[config.mk]
export PLATFORM = sky130hd
export DESIGN_NAME = ddp_top
export DESIGN_NICKNAME = d
export VERILOG_FILES = /design/src/logic/ddp_pkg.sv /design/src/logic/ddp_gain_trim.sv /design/src/logic/ddp_interp_stage.sv /design/src/logic/ddp_top.sv
export SDC_FILE = /design/constraint.sdc
export NUM_CORES = 1
export LEC_CHECK = 0
export ABC_CLOCK_PERIOD_IN_PS = 12700
export BUFFER_PORTS_ARGS = -buffer_cell sky130_fd_sc_hd__buf_4
export CORE_AREA = 4 4 178 180
export DETAILED_ROUTE_END_ITERATION = 16
export DIE_AREA = 0 0 182 184
export PLACE_DENSITY_LB_ADDON = 0.08
export REMOVE_ABC_BUFFERS = 1
export SLEW_MARGIN = 10
export SYNTH_ARGS = -nofsm -noshare
export SYNTH_HDL_FRONTEND = slang
export SYNTH_SLANG_ARGS = --single-unit
[constraint.sdc]
create_clock -name pclk -period 12.7 [get_ports pclk]
set_clock_uncertainty 0.2 [all_clocks]
set_input_delay 0 -clock pclk [delete_from_list [all_inputs] [get_ports pclk]]
set_output_delay 0 -clock pclk [all_outputs]
set_load 0.01 [all_outputs]
[src/logic/ddp_pkg.sv]
// Shared constants for the dual converter control and data port
package ddp_pkg;
    // Sample and control word layout
    localparam int         SAMPLE_W      = 10;
    localparam int         CW_W          = 8;
    localparam int         CW_PD_BIT     = 9;
    localparam int         CW_EN_BIT     = 8;
    localparam int         CW_F2_BIT     = 7;
    localparam int         CW_F1_BIT     = 6;
    localparam int         CW_GAIN_MSB   = 5;
    localparam int         CW_GAIN_LSB   = 2;
    localparam logic [7:0] CW_RESET      = 8'h48;  // Normal, 1x, gain 0 dB
    localparam logic [3:0] GAIN_0DB      = 4'h8;
    localparam logic [9:0] MIDSCALE      = 10'h200;
    // Timing
    localparam int         CLK_PERIOD_NS = 10;
    localparam int         WAKE_TIME_NS  = 700;
    localparam int         WAKE_CYCLES   = WAKE_TIME_NS / CLK_PERIOD_NS;  // Longest time, down
    // Register map, byte addresses
    localparam logic [7:0] REG_CTRL      = 8'h00;
    localparam logic [7:0] REG_CWORD     = 8'h04;
    localparam logic [7:0] REG_STATUS    = 8'h08;
    localparam logic [7:0] REG_IRQ_STAT  = 8'h0C;
    localparam logic [7:0] REG_IRQ_MASK  = 8'h10;
    localparam int         CTRL_OUT_EN   = 0;
    localparam logic [0:0] CTRL_RESET    = 1'h1;
    localparam int         IRQ_W         = 4;
    localparam int         IRQ_CW        = 0;
    localparam int         IRQ_ILLEGAL   = 1;
    localparam int         IRQ_LOCK      = 2;
    localparam int         IRQ_WAKE      = 3;
    localparam logic [3:0] IRQ_MASK_RST  = 4'h0;
    // Operating states and interpolation factors
    typedef enum logic [1:0] {OP_NORMAL, OP_STANDBY, OP_PDOWN, OP_WAKE} ddp_op_t;
    typedef enum logic [1:0] {IP_X1, IP_X2, IP_X4} ddp_interp_t;
endpackage

[src/logic/ddp_gain_trim.sv]
// Channel gain trim, 16 steps of 0.05 dB from +0.4 dB down
`timescale 1ns/100ps
module ddp_gain_trim (
    input  wire logic       pclk,     // System clock
    input  wire logic       presetn,  // Async reset, active low
    input  wire logic       en,       // Update this cycle
    input  wire logic [3:0] code,     // Trim code
    input  wire logic [9:0] din,      // Offset binary sample
    output logic      [9:0] dout      // Trimmed sample
);
    // Gain factors in Q2.14; a table avoids a log multiplier
    function automatic logic [15:0] coef(input logic [3:0] c);
        case (c)
            4'h0: coef = 16'h4304;
            4'h1: coef = 16'h42A2;
            4'h2: coef = 16'h4240;
            4'h3: coef = 16'h41DE;
            4'h4: coef = 16'h417E;
            4'h5: coef = 16'h411E;
            4'h6: coef = 16'h40BE;
            4'h7: coef = 16'h405F;
            4'h8: coef = 16'h4000;
            4'h9: coef = 16'h3FA2;
            4'hA: coef = 16'h3F44;
            4'hB: coef = 16'h3EE8;
            4'hC: coef = 16'h3E8B;
            4'hD: coef = 16'h3E2F;
            4'hE: coef = 16'h3DD4;
            default: coef = 16'h3D79;
        endcase
    endfunction

    logic signed [10:0] centred;
    logic signed [27:0] prod;
    logic signed [13:0] scaled;

    assign centred = $signed({1'b0, din}) - 11'sh200;
    assign prod    = 28'(centred * $signed({1'b0, coef(code)}));
    assign scaled  = 14'(prod >>> 14) + 14'sh200;

    // Saturate so full-scale codes never wrap
    always_ff @(posedge pclk or negedge presetn) begin
        if (!presetn) begin
            dout <= ddp_pkg::MIDSCALE;
        end else if (en) begin
            if (scaled < 14'sh0) begin
                dout <= 10'h000;
            end else if (scaled > 14'sh3FF) begin
                dout <= 10'h3FF;
            end else begin
                dout <= scaled[9:0];
            end
        end
    end
endmodule // ddp_gain_trim

[src/logic/ddp_interp_stage.sv]
// One 2x linear interpolation stage with bypass
`timescale 1ns/100ps
module ddp_interp_stage #(
    parameter int W = 10
) (
    input  wire logic         pclk,     // System clock
    input  wire logic         presetn,  // Async reset, active low
    input  wire logic         en_in,    // New input sample this cycle
    input  wire logic         en_out,   // Output update this cycle
    input  wire logic         bypass,   // Pass samples unchanged
    input  wire logic [W-1:0] din,      // Input sample
    output logic      [W-1:0] dout      // Output sample
);
    logic [W-1:0] cur_r;
    logic [W:0]   sum;

    assign sum = {1'b0, cur_r} + {1'b0, din};

    // Midpoint on the new-sample slot, then the sample itself
    always_ff @(posedge pclk or negedge presetn) begin
        if (!presetn) begin
            cur_r <= '0;
            dout  <= '0;
        end else if (en_out) begin
            if (bypass) begin
                dout <= din;
            end else if (en_in) begin
                dout  <= sum[W:1];
                cur_r <= din;
            end else begin
                dout <= cur_r;
            end
        end
    end
endmodule // ddp_interp_stage

[src/logic/ddp_top.sv]
// Control word capture, clock enables, interpolation and APB registers
//
// Implementation choices: the register offsets and the APB register port.
`timescale 1ns/100ps
module ddp_top #(
    parameter int LOCK_CYCLES = 256,  // Multiplier settling time in cycles
    parameter int DAC_DIV     = 2     // pclk cycles per converter update
) (
    input  wire logic        pclk,                  // 100 MHz clock
    input  wire logic        presetn,               // Async reset, active low
    input  wire logic        psel,                  // APB select
    input  wire logic        penable,               // APB enable
    input  wire logic        pwrite,                // APB write
    input  wire logic [7:0]  paddr,                 // APB byte address
    input  wire logic [31:0] pwdata,                // APB write data
    output logic      [31:0] prdata,                // APB read data
    output logic             pready,                // APB ready
    output logic             pslverr,               // APB error
    input  wire logic [9:0]  port_a_data,           // Port A pins
    input  wire logic [9:0]  port_b_data,           // Port B pins
    input  wire logic        control_word_strobe_n, // Control word strobe
    input  wire logic        pll_enable_pin,        // Multiplier enable pin
    input  wire logic        interleave_select,     // Both channels on port A
    input  wire logic        ref_enable_n,          // Reference enable pin
    output logic             pll_locked,            // Multiplier lock
    output logic             ref_active,            // Reference running
    output logic             sample_take,           // Input sample taken
    output logic             dac_update_en,         // Converter update pulse
    output logic      [9:0]  dac_a_code,            // Channel A code
    output logic      [9:0]  dac_b_code,            // Channel B code
    output logic             irq                    // Level interrupt
);
    localparam int LW = $clog2(LOCK_CYCLES + 1);
    localparam int DW = $clog2(DAC_DIV + 1);
    localparam int WW = $clog2(ddp_pkg::WAKE_CYCLES + 1);

    // Pin synchronisers: stage 1 is read only by stage 2
    logic [9:0] a_m, a_s, b_m, b_s;
    logic [3:0] pin_m, pin_s;
    logic       strobe_d;
    always_ff @(posedge pclk or negedge presetn) begin
        if (!presetn) begin
            a_m      <= '0;
            a_s      <= '0;
            b_m      <= '0;
            b_s      <= '0;
            pin_m    <= 4'hF;
            pin_s    <= 4'hF;
            strobe_d <= 1'b1;
        end else begin
            a_m      <= port_a_data;
            a_s      <= a_m;
            b_m      <= port_b_data;
            b_s      <= b_m;
            pin_m    <= {control_word_strobe_n, pll_enable_pin, interleave_select, ref_enable_n};
            pin_s    <= pin_m;
            strobe_d <= pin_s[3];
        end
    end

    logic strobe_fall, pll_en, ileave;
    assign strobe_fall = strobe_d & ~pin_s[3];
    assign pll_en      = pin_s[2];
    assign ileave      = pin_s[1];
    assign ref_active  = ~pin_s[0];

    // Control word, held until the next strobe; bits 1..0 never stored
    logic [7:0] cw_r;
    logic       f2_in, f1_in, illegal;
    assign f2_in   = a_s[ddp_pkg::CW_F2_BIT];
    assign f1_in   = a_s[ddp_pkg::CW_F1_BIT];
    assign illegal = f2_in & ~f1_in;
    always_ff @(posedge pclk or negedge presetn) begin
        if (!presetn) begin
            cw_r <= ddp_pkg::CW_RESET;
        end else if (strobe_fall) begin
            cw_r <= a_s[ddp_pkg::CW_PD_BIT:ddp_pkg::CW_GAIN_LSB];
        end
    end

    // Interpolation factor; an illegal pair keeps the previous factor
    ddp_pkg::ddp_interp_t factor_r;
    always_ff @(posedge pclk or negedge presetn) begin
        if (!presetn) begin
            factor_r <= ddp_pkg::IP_X1;
        end else if (strobe_fall && !illegal) begin
            if (f2_in) begin
                factor_r <= ddp_pkg::IP_X4;
            end else if (f1_in) begin
                factor_r <= ddp_pkg::IP_X2;
            end else begin
                factor_r <= ddp_pkg::IP_X1;
            end
        end
    end

    logic       pd_bit, en_bit;
    logic [3:0] gain_code;
    assign pd_bit    = cw_r[ddp_pkg::CW_PD_BIT - ddp_pkg::CW_GAIN_LSB];
    assign en_bit    = cw_r[ddp_pkg::CW_EN_BIT - ddp_pkg::CW_GAIN_LSB];
    assign gain_code = cw_r[3:0];

    // Operating state; any wake passes through a timed settle
    ddp_pkg::ddp_op_t op_r;
    logic [WW-1:0]    wake_cnt_r;
    logic             wake_done;
    assign wake_done = (op_r == ddp_pkg::OP_WAKE) && (wake_cnt_r == WW'(ddp_pkg::WAKE_CYCLES - 1));
    always_ff @(posedge pclk or negedge presetn) begin
        if (!presetn) begin
            op_r       <= ddp_pkg::OP_NORMAL;
            wake_cnt_r <= '0;
        end else begin
            wake_cnt_r <= '0;
            case (op_r)
                ddp_pkg::OP_NORMAL, ddp_pkg::OP_WAKE: begin
                    if (pd_bit) begin
                        op_r <= ddp_pkg::OP_PDOWN;
                    end else if (!en_bit) begin
                        op_r <= ddp_pkg::OP_STANDBY;
                    end else if (op_r == ddp_pkg::OP_WAKE) begin
                        wake_cnt_r <= wake_cnt_r + 1'b1;
                        if (wake_done) begin
                            op_r <= ddp_pkg::OP_NORMAL;
                        end
                    end
                end
                ddp_pkg::OP_STANDBY, ddp_pkg::OP_PDOWN: begin
                    if (pd_bit) begin
                        op_r <= ddp_pkg::OP_PDOWN;
                    end else if (!en_bit) begin
                        op_r <= ddp_pkg::OP_STANDBY;
                    end else begin
                        op_r <= ddp_pkg::OP_WAKE;
                    end
                end
                default: op_r <= ddp_pkg::OP_NORMAL;
            endcase
        end
    end

    // Clock multiplier model: lock after a settle time, lost when bypassed
    logic [LW-1:0] lock_cnt_r;
    logic          locked_d;
    always_ff @(posedge pclk or negedge presetn) begin
        if (!presetn) begin
            lock_cnt_r <= '0;
            pll_locked <= 1'b0;
            locked_d   <= 1'b0;
        end else begin
            locked_d <= pll_locked;
            if (!pll_en || op_r == ddp_pkg::OP_PDOWN) begin
                lock_cnt_r <= '0;
                pll_locked <= 1'b0;
            end else if (lock_cnt_r == LW'(LOCK_CYCLES - 1)) begin
                pll_locked <= 1'b1;
            end else begin
                lock_cnt_r <= lock_cnt_r + 1'b1;
            end
        end
    end

    // Update-rate divider; bypassed multiplier means pins clock directly
    logic          clk_run, tick, fac4, in_en, s1_en;
    logic [DW-1:0] div_r;
    logic [1:0]    phase_r;
    assign clk_run = (!pll_en || pll_locked) && (op_r == ddp_pkg::OP_NORMAL);
    assign tick    = clk_run && (div_r == '0);
    assign fac4    = (factor_r == ddp_pkg::IP_X4);
    assign in_en   = tick && (phase_r == 2'h0);
    assign s1_en   = tick && (!fac4 || !phase_r[0]);
    always_ff @(posedge pclk or negedge presetn) begin
        if (!presetn) begin
            div_r   <= '0;
            phase_r <= 2'h0;
        end else if (!clk_run) begin
            div_r   <= '0;
            phase_r <= 2'h0;
        end else begin
            div_r <= (div_r == DW'(DAC_DIV - 1)) ? '0 : div_r + 1'b1;
            if (tick) begin
                case (factor_r)
                    ddp_pkg::IP_X4: phase_r <= phase_r + 2'h1;
                    ddp_pkg::IP_X2: phase_r <= {1'b0, ~phase_r[0]};
                    default:        phase_r <= 2'h0;
                endcase
            end
        end
    end

    // Input register then output latch on the next sample slot
    logic [9:0] in_a_r, in_b_r, lat_a_r, lat_b_r;
    logic       il_ph_r;
    always_ff @(posedge pclk or negedge presetn) begin
        if (!presetn) begin
            in_a_r  <= ddp_pkg::MIDSCALE;
            in_b_r  <= ddp_pkg::MIDSCALE;
            lat_a_r <= ddp_pkg::MIDSCALE;
            lat_b_r <= ddp_pkg::MIDSCALE;
            il_ph_r <= 1'b0;
        end else if (in_en) begin
            lat_a_r <= in_a_r;
            lat_b_r <= in_b_r;
            if (ileave) begin
                il_ph_r <= ~il_ph_r;
                if (!il_ph_r) begin
                    in_a_r <= a_s;
                end else begin
                    in_b_r <= a_s;
                end
            end else begin
                il_ph_r <= 1'b0;
                in_a_r  <= a_s;
                in_b_r  <= b_s;
            end
        end
    end
    assign sample_take = in_en;

    // Two cascaded 2x stages per channel
    logic [9:0] s1_a, s1_b, s2_a, s2_b, trim_a;
    ddp_interp_stage #(.W(ddp_pkg::SAMPLE_W)) u_a1 (
        .pclk(pclk), .presetn(presetn), .en_in(in_en), .en_out(s1_en),
        .bypass(factor_r == ddp_pkg::IP_X1), .din(lat_a_r), .dout(s1_a));
    ddp_interp_stage #(.W(ddp_pkg::SAMPLE_W)) u_a2 (
        .pclk(pclk), .presetn(presetn), .en_in(s1_en), .en_out(tick),
        .bypass(!fac4), .din(s1_a), .dout(s2_a));
    ddp_interp_stage #(.W(ddp_pkg::SAMPLE_W)) u_b1 (
        .pclk(pclk), .presetn(presetn), .en_in(in_en), .en_out(s1_en),
        .bypass(factor_r == ddp_pkg::IP_X1), .din(lat_b_r), .dout(s1_b));
    ddp_interp_stage #(.W(ddp_pkg::SAMPLE_W)) u_b2 (
        .pclk(pclk), .presetn(presetn), .en_in(s1_en), .en_out(tick),
        .bypass(!fac4), .din(s1_b), .dout(s2_b));
    ddp_gain_trim u_trim (
        .pclk(pclk), .presetn(presetn), .en(tick), .code(gain_code),
        .din(s2_a), .dout(trim_a));

    // Converter outputs; midscale outside normal operation
    logic ctrl_out_en_r, tick_d;
    always_ff @(posedge pclk or negedge presetn) begin
        if (!presetn) begin
            tick_d     <= 1'b0;
            dac_a_code <= ddp_pkg::MIDSCALE;
            dac_b_code <= ddp_pkg::MIDSCALE;
        end else begin
            tick_d <= tick;
            if (!clk_run || !ctrl_out_en_r) begin
                dac_a_code <= ddp_pkg::MIDSCALE;
                dac_b_code <= ddp_pkg::MIDSCALE;
            end else if (tick_d) begin
                dac_a_code <= trim_a;
                dac_b_code <= s2_b;
            end
        end
    end
    assign dac_update_en = tick_d && clk_run && ctrl_out_en_r;

    // APB slave: no wait states, error on unmapped address
    logic       wr, rd_setup, mapped;
    logic [3:0] irq_stat_r, irq_mask_r, irq_set;
    assign pready  = 1'b1;
    assign mapped  = paddr inside {ddp_pkg::REG_CTRL, ddp_pkg::REG_CWORD, ddp_pkg::REG_STATUS,
                                   ddp_pkg::REG_IRQ_STAT, ddp_pkg::REG_IRQ_MASK};
    assign pslverr = psel && penable && !mapped;
    assign wr      = psel && penable && pwrite && mapped;
    assign rd_setup = psel && !penable && !pwrite;

    // Event sources; a set in the clearing cycle wins
    assign irq_set[ddp_pkg::IRQ_CW]      = strobe_fall;
    assign irq_set[ddp_pkg::IRQ_ILLEGAL] = strobe_fall && illegal;
    assign irq_set[ddp_pkg::IRQ_LOCK]    = pll_locked ^ locked_d;
    assign irq_set[ddp_pkg::IRQ_WAKE]    = wake_done && en_bit && !pd_bit;
    always_ff @(posedge pclk or negedge presetn) begin
        if (!presetn) begin
            irq_stat_r <= '0;
        end else begin
            irq_stat_r <= (irq_stat_r & ~((wr && paddr == ddp_pkg::REG_IRQ_STAT) ?
                           pwdata[3:0] : 4'h0)) | irq_set;
        end
    end
    assign irq = |(irq_stat_r & irq_mask_r);

    // Writable registers
    always_ff @(posedge pclk or negedge presetn) begin
        if (!presetn) begin
            ctrl_out_en_r <= ddp_pkg::CTRL_RESET[0];
            irq_mask_r    <= ddp_pkg::IRQ_MASK_RST;
        end else if (wr) begin
            if (paddr == ddp_pkg::REG_CTRL) begin
                ctrl_out_en_r <= pwdata[ddp_pkg::CTRL_OUT_EN];
            end
            if (paddr == ddp_pkg::REG_IRQ_MASK) begin
                irq_mask_r <= pwdata[3:0];
            end
        end
    end

    // Read data is loaded in the setup cycle, so it stands through the access
    always_ff @(posedge pclk or negedge presetn) begin
        if (!presetn) begin
            prdata <= 32'h0000_0000;
        end else if (rd_setup) begin
            case (paddr)
                ddp_pkg::REG_CTRL:     prdata <= {31'h0, ctrl_out_en_r};
                ddp_pkg::REG_CWORD:    prdata <= {24'h0, cw_r};
                ddp_pkg::REG_STATUS:   prdata <= {24'h0, ileave, ref_active, pll_en,
                                                  pll_locked, factor_r, op_r};
                ddp_pkg::REG_IRQ_STAT: prdata <= {28'h0, irq_stat_r};
                ddp_pkg::REG_IRQ_MASK: prdata <= {28'h0, irq_mask_r};
                default:               prdata <= 32'h0000_0000;
            endcase
        end
    end
endmodule // ddp_top

==> flow_summary.yaml, run 1 <==
synthesis:
  synthSimpleGateAreaFrac: 0.149
  synth.area.mux_share: 0.0198
  avgSynthCellArea_um2: 9.48
  async_reset_ff_frac: 1.00
  syn_inst: 1815
  synth-compound-area-share: 0.137
  ys_seq_elements: 252
  synth.cell_area_um2: 17200
  synth_top_family_by_area: "adder cells"
  synthDistinctLibCells: 71
  synth-warning-count: 0
  ys_seq_area_frac: 0.368
  synth_xor_xnor_area_share: 0.0252
  synth_edf_count: 0
  ys.flop_type: "dfrtp_1"
  synth_fa_ha_area_frac: 0.232
grt:
  grt_pass1_vias: 13029
  track_usage: 0.227
  overflow: 0
  grt_pass1_wl_mm: 63.9
  grt_max_degree: 117
  antenna_found_initial: 0
setup_path:
  r2r_start: "cw_r[1]"
  required_ns: 12.90
  crit_path_end_kind: "register"
  critPathLaunchType: "register"
  path_class: "reg2reg"
  startpoint: "cw_r[1]"
  arrival_ns: 8.23
  max_stage_delay_ns: 0.70
  path_delay_family: "adder cells"
  crit_path_top_delay_cell: "xor2_1"
  cp_max_fo: 11
  crit_buf_inv: 5
cts:
  cts.clk_slew.worst_paths_ns: 0.06
  numClockSinks: 252
  cts_made_buffers: 27
  root_buffer: "clkbuf_16"
  insertion_delay_ns: 0.55
  htree_num_levels: 1
  cts_buffer_depth: 3
  post_cts_buffers: 0
  cts_tree: "done"
job:
  maxCapViolCount: 0
route:
  routed-via-count: 12714
  firstDrtPassIters: 5
  avgRoutedWirePerCell_um: 16.0
  vias_per_cell: 5.41
  drc: 0
  drtIter0Drc: 626
  drt_wl_total_mm: 37.6
  antenna_left: 0
sta:
  setup_violations: 0
  rsz0062_at_grt: "no"
  fin_setup_tns_ns: 0
  fin_crit_ns: 8.03
  final.period_utilization: 0.632
  worst_pin_slew_ns: 1.12
  hold_viol: 0
  drv_slew: 0
  slew_headroom: 0.252
  max_freq_mhz: 125
hold_path:
  hold_path_startpoint: "pwdata[2]"
  hold_class: "in2reg"
cells_and_area:
  nNetsFinal: 2250
  final_core_util: 0.653
  layout_commonest_cell: "nand2_1"
  n_antenna_cell: 0
  mostFrequentLayoutCells: "nand2_1 (323), dfrtp_1 (233), inv_1 (193)"
  area_growth_pct: 14.6
  layout-drive-gt1-share: 0.0988
floorplanning:
  die_y_um: 184
  core_area_um2: 30200
  die_w_um: 182
  num_rows: 64
  start_util: 0.570
  ioPinCount: 128
  die_area_um2: 33500
placement:
  io_buffers: 74
  dpl.hpwl_mm: 27.0
  gp_congestion: 0.846
run_status:
  status: "completed"
==> path summary, 6_finish.rpt <==
kind | to | slack, ns | cells past startpoint
max | u_trim.dout[5] | 4.67 | 25
min | irq_stat_r[2] | 0.06 | 5
max reg2reg | u_trim.dout[5] | 4.67 | 25
min reg2reg | b_s[9] | 0.15 | 0
max in group asynchronous | dac_a_code[5] | 10.18 | 4
min in group asynchronous | u_b2.dout[3] | 0.41 | 3
==> kinds of logic (layout without fill, tap and decap cells) <==
| logic type | count (synthesis) | in the layout |
|---|---|---|
| buf+inv | 295 | 410 |
| flops | 252 | 252 |
| simple gates | 574 | 574 |
| compound gates | 365 | 365 |
| xor+xnor | 47 | 47 |
| mux | 31 | 31 |
| fa+ha+maj | 249 | 249 |
| other cells | 2 | 25 |
==> through the flow <==
stage	std cells	hold slack (ns)	area, um^2	setup slack [ns]
finish	2349	0.0567	19700	4.67
global route	2349	0.0598	19700	4.19
CTS	2349	0.0325	19700	4.65
detailed placement	2225	-0.0906	18000	4.70
global placement	2225	-0.0919	18000	4.84
floorplan	1739	-0.496	16800	5.58
==> worst register-to-register path: stages (launching register included) <==
cell	delay, ns
dfrtp_1	0.50
inv_1	0.20
ha_1	0.35
mux2i_1	0.19
xor2_1	0.70
nand2_1	0.17
fa_1	0.53
inv_1	0.05
fa_1	0.55
fa_1	0.45
fa_1	0.54
inv_1	0.05
fa_1	0.52
inv_1	0.04
ha_1	0.33
and4_1	0.25
and3_1	0.21
a22oi_1	0.29
a21oi_1	0.14
o211a_1	0.30
ha_1	0.33
inv_1	0.11
a21oi_1	0.06
a211o_1	0.32
a31oi_4	0.34
o311ai_1	0.16
==> metal layers <==
layer / part of all wire / track usage / wire length, um / vias to the layer above
met5: 0 / 0 / 0 / -
met4: 0.021 / 0.0495 / 775 / 0
met3: 0.032 / 0.0249 / 1190 / 45
met2: 0.49 / 0.393 / 18500 / 186
met1: 0.46 / 0.314 / 17200 / 6254
li1: - / - / - / 6229
==> cells in the mapped netlist (4+ instances only) <==
cell	number	area (um^2)
a2111oi_0	4	35.0
a211o_1	4	35.0
a211oi_1	7	52.6
a21boi_0	5	37.5
a21o_1	24	180
a21oi_1	79	395
a221oi_1	12	105
a22o_1	22	193
a22oi_1	9	67.6
a31o_2	6	52.6
a31oi_1	8	50.1
and2_1	71	444
and3_1	9	56.3
buf_4	25	188
clkbuf_1	72	270
dfrtp_1	233	5830
dfstp_2	19	499
fa_1	116	2320
ha_1	133	1660
inv_1	193	724
mux2_2	15	169
mux2i_1	15	150
nand2_1	323	1210
nand2b_1	9	56.3
nand3_1	20	100
nand4_1	5	31.3
nor2_1	80	300
nor2b_1	15	93.8
nor3_1	16	80.1
o211ai_1	21	158
o21a_1	5	37.5
o21ai_0	116	581
o21bai_1	6	45.0
o22ai_1	10	62.6
o311ai_0	4	35.0
or3_1	10	62.6
xnor2_1	27	236
xor2_1	18	158
==> area by class of cell <==
cell class                 instances  area [um^2]
inverter                         196          736
fill                            2496        10500
timing repair buffer             164         1420
multi-input combinational       1291         9770
clock inverter                    17          226
sequential                       252         6330
tap                              396          495
clock buffer                      33          738
==> timing repair <==
action                                 CTS  global route
endpoints found under the hold margin  173             0
hold buffers                            74             0
resized for setup                        0             0
==> state kept, by name (all words and copies together), names as in the netlist, 7 cells and up <==
name,cells
u_b1.cur_r,10
prdata,8
cw_r,8
b_s,10
u_a2.dout,10
lat_a_r,10
dac_b_code,10
u_a1.cur_r,10
u_trim.dout,10
a_s,10
in_a_r,10
wake_cnt_r,7
u_b2.dout,10
lock_cnt_r,9
u_a2.cur_r,10
lat_b_r,10
u_a1.dout,10
u_b1.dout,10
b_m,10
dac_a_code,10
u_b2.cur_r,10
a_m,10
in_b_r,10
Power of run 1 is left out: the tool's default activity adds up to more than one toggle a clock period on the data nets, which glitch-free logic cannot reach.
==> run 2: changes to the inputs <==
--- a/config.mk
+++ b/config.mk
@@ -5,7 +5,7 @@
 export SDC_FILE = /design/constraint.sdc
 export NUM_CORES = 1
 export LEC_CHECK = 0
-export ABC_CLOCK_PERIOD_IN_PS = 12700
+export ABC_CLOCK_PERIOD_IN_PS = 7400
 export BUFFER_PORTS_ARGS = -buffer_cell sky130_fd_sc_hd__buf_4
 export CORE_AREA = 4 4 178 180
 export DETAILED_ROUTE_END_ITERATION = 16
==> constraint.sdc (replaced) <==
create_clock -name pclk -period 7.4 [get_ports pclk]
set_clock_uncertainty 0.2 [all_clocks]
set_input_delay 0 -clock pclk [delete_from_list [all_inputs] [get_ports pclk]]
set_output_delay 0 -clock pclk [all_outputs]
set_load 0.01 [all_outputs]
==> flow_summary.yaml, run 2 (synthesis gave the netlist of run 1 again) <==
route:
  drt_wl_total_mm: 38.4
  vias_per_cell: 5.38
  antenna_left: 0
  avgRoutedWirePerCell_um: 16.1
  drc: 0
  routed-via-count: 12824
  drtIter0Drc: 679
  firstDrtPassIters: 6
run_status:
  status: "completed"
grt:
  overflow: 0
  grt_max_degree: 156
  track_usage: 0.234
  grt_pass1_wl_mm: 65.4
  antenna_found_initial: 0
  grt_pass1_vias: 13240
sta:
  max_freq_mhz: 142
  whs_ns: 0.0634
  slew_headroom: 0.373
  setup_ws_ns: 0.341
  hold_viol: 0
  worst_pin_slew_ns: 0.940
  setup_violations: 0
  final.period_utilization: 0.954
  fin_crit_ns: 7.06
  drv_slew: 0
floorplanning:
  die_w_um: 182
  die_area_um2: 33500
  start_util: 0.570
  num_rows: 64
  core_area_um2: 30200
  ioPinCount: 128
  die_y_um: 184
cells_and_area:
  nNetsFinal: 2284
  final_core_util: 0.670
  area_growth_pct: 17.5
  layout_commonest_cell: "nand2_1"
  multi_input_area_um2: 9890
  seq_area_um2: 6330
  n_antenna_cell: 0
  fill_cells: 2432
  stdcell_area_um2: 20200
  layout-drive-gt1-share: 0.120
  mostFrequentLayoutCells: "nand2_1 (322), dfrtp_1 (233), inv_1 (193)"
placement:
  dpl.hpwl_mm: 27.7
  place_area_um2: 18200
  post-place-ws_ns: -0.0594
  gp_congestion: 0.843
  io_buffers: 74
cts:
  insertion_delay_ns: 0.55
  cts_buffer_depth: 3
  cts_made_buffers: 28
  numClockSinks: 252
  root_buffer: "clkbuf_16"
  cts_tree: "done"
  htree_num_levels: 1
  cts.clk_slew.worst_paths_ns: 0.06
setup_path:
  required_ns: 7.61
  crit_path_end_kind: "register"
  path_class: "reg2reg"
  critPathLaunchType: "register"
  cp_max_fo: 7
  arrival_ns: 7.26
hold_path:
  hold_class: "in2reg"
job:
  maxCapViolCount: 0
[run 2: worst paths after layout]
path | startpoint | end | slack (ns) | depth (start not counted)
max | cw_r[1] | u_trim.dout[0] | 0.34 | 25
min | paddr[1] | prdata[3] | 0.06 | 5
max reg2reg | cw_r[1] | u_trim.dout[0] | 0.34 | 25
min reg2reg | a_m[5] | a_s[5] | 0.15 | 0
max in group asynchronous | presetn | in_b_r[2] | 5.71 | 4
min in group asynchronous | presetn | dac_a_code[9] | 0.39 | 3
[run 2: area by class of cell]
class | count | share of cell area
multi-input combinational | 1292 | 0.489
inverter | 196 | 0.0364
sequential | 252 | 0.313
tap | 396 | 0.0245
clock inverter | 9 | 0.00996
timing repair buffer | 196 | 0.0837
clock buffer | 43 | 0.0434
[run 2: timing repair]
action,in CTS,in global routing
gates resized for setup,2,17
endpoints found under the hold margin,138,0
buffers inserted,0,5
cloned,0,1
setup endpoints to repair,9,10
hold buffers,74,0
pin swaps,0,2
[run 2: per-layer routing]
metal,wire length (um),track usage
met4,920,0.0600
met5,0,0
met2,19000,0.404
met1,17400,0.324
met3,1110,0.0222
[run 2: critical path, stage by stage (launching register included)]
cell	delay, ns
dfrtp_1	0.41
inv_1	0.17
ha_4	0.24
mux2i_2	0.19
xor2_2	0.17
buf_4	0.16
nand2_1	0.08
fa_1	0.53
inv_1	0.05
fa_1	0.52
fa_1	0.44
fa_1	0.55
inv_1	0.06
fa_1	0.53
inv_1	0.04
ha_1	0.33
and4_1	0.24
and3_1	0.20
a22oi_1	0.25
buf_4	0.17
a2111oi_4	0.08
or3_4	0.41
a211oi_2	0.28
a21boi_1	0.19
a31oi_4	0.30
o211ai_1	0.13
[run 2: per-stage QoR]
step	cells	TNS, ns
6_report	2384	0
5_1_grt	2384	-0.111
4_1_cts	2378	0
3_5_place_dp	2252	-0.436
3_3_place_gp	2252	0
2_1_floorplan	1739	0
Power of run 2 is left out for the same reason.
==> run 3: changes to the inputs <==
--- a/config.mk
+++ b/config.mk
@@ -11,7 +11,6 @@
 export DETAILED_ROUTE_END_ITERATION = 16
 export DIE_AREA = 0 0 182 184
 export PLACE_DENSITY_LB_ADDON = 0.08
-export REMOVE_ABC_BUFFERS = 1
 export SLEW_MARGIN = 10
 export SYNTH_ARGS = -nofsm -noshare
 export SYNTH_HDL_FRONTEND = slang
==> flow_summary.yaml, run 3 (synthesis gave the netlist of run 1 again) <==
run_status:
  status: "completed"
route:
  avgRoutedWirePerCell_um: 16.2
  antenna_left: 0
  drc: 0
  firstDrtPassIters: 5
  vias_per_cell: 5.38
  drtIter0Drc: 567
  drt_wl_total_mm: 38.8
  routed-via-count: 12866
grt:
  track_usage: 0.236
  grt_max_degree: 72
  grt_pass1_wl_mm: 65.7
  antenna_found_initial: 0
  overflow: 0
  grt_pass1_vias: 13307
cts:
  insertion_delay_ns: 0.57
  cts_tree: "done"
  cts_made_buffers: 28
  numClockSinks: 252
  htree_num_levels: 1
  cts_buffer_depth: 3
  root_buffer: "clkbuf_16"
  cts.clk_slew.worst_paths_ns: 0.06
cells_and_area:
  seq_area_um2: 6330
  multi_input_area_um2: 9960
  area_growth_pct: 18.1
  fill_cells: 2348
  layout_commonest_cell: "nand2_1"
  nNetsFinal: 2293
  mostFrequentLayoutCells: "nand2_1 (323), dfrtp_1 (233), inv_1 (192)"
  layout-drive-gt1-share: 0.131
  n_antenna_cell: 0
floorplanning:
  core_area_um2: 30200
  die_w_um: 182
  die_area_um2: 33500
  die_y_um: 184
  start_util: 0.570
  num_rows: 64
  ioPinCount: 128
sta:
  setup_ws_ns: 0.325
  drv_slew: 0
  whs_ns: 0.0555
  worst_pin_slew_ns: 1.06
  slew_headroom: 0.289
  fin_crit_ns: 7.08
  rsz0062_at_grt: "yes"
  hold_viol: 0
  setup_violations: 0
  max_freq_mhz: 141
  final.period_utilization: 0.956
setup_path:
  path_class: "reg2reg"
  critPathLaunchType: "register"
  max_stage_delay_ns: 0.53
  cp_max_fo: 5
  crit_path_end_kind: "register"
  required_ns: 7.60
  cpMostUsedCell: "inv_1"
  crit_path_top_delay_cell: "fa_1"
  arrival_ns: 7.27
job:
  maxCapViolCount: 0
placement:
  dpl.hpwl_mm: 27.8
  gp_congestion: 0.865
  post-place-ws_ns: 0.0900
  io_buffers: 74
hold_path:
  hold_class: "in2reg"
## run 3: final cells by class
| cell class | count | share of cell area |
|---|---|---|
| Multi-Input combinational cell | 1292 | 0.490 |
| Tap cell | 396 | 0.0244 |
| Timing Repair Buffer | 205 | 0.0861 |
| Inverter | 196 | 0.0362 |
| Clock buffer | 34 | 0.0375 |
| Sequential cell | 252 | 0.311 |
| Clock inverter | 18 | 0.0145 |
## run 3: worst max-delay path: cells and delay by family, from the launching register on
family,cells,cell delay [ns]
AO/OA/AOI/OAI,8,1.51
XOR/XNOR,1,0.13
adder cells (fa/ha/maj),8,3.33
buffers and inverters,8,0.64
flip-flops,1,0.36
multiplexers,1,0.21
AND/OR/NAND/NOR,2,0.50
## run 3: worst paths after layout
kind / from / slack, ns / cells past startpoint / endpoint
worst max-delay path: cw_r[0] / 0.32 / 28 / u_trim.dout[5]
worst min register to register: b_m[3] / 0.15 / 0 / b_s[3]
worst max register to register: cw_r[0] / 0.32 / 28 / u_trim.dout[5]
worst min-delay path: pwdata[2] / 0.06 / 5 / irq_stat_r[2]
max in group asynchronous: presetn / 5.04 / 5 / u_b1.dout[9]
min in group asynchronous: presetn / 0.36 / 3 / u_trim.dout[9]
## run 3: timing repair
item / CTS / global route
setup buffers: 0 / 7
resized for setup: 0 / 31
hold buffers: 75 / 0
endpoints found under the hold margin: 213 / 0
endpoints found under the setup margin: 0 / 10
## run 3: per-stage QoR
| step | TNS [ns] | std cells | cell area (um^2) | utilization |
|---|---|---|---|---|
| final | 0 | 2393 | 20300 | 0.674 |
| after floorplan | 0 | 1838 | 17300 | - |
| after CTS | 0 | 2385 | 20100 | 0.665 |
| after global placement | 0 | 2258 | 18300 | 0.605 |
| after global routing | -0.279 | 2393 | 20300 | 0.674 |
| after detailed placement | 0 | 2258 | 18300 | 0.605 |
## run 3: per-layer routing
metal	GRT usage	part of all wire	wire, um
met1	0.317	0.44	17200
met4	0.0558	0.019	752
met3	0.0265	0.033	1290
met5	0	0	0
met2	0.415	0.51	19600
Power of run 3 is left out for the same reason.
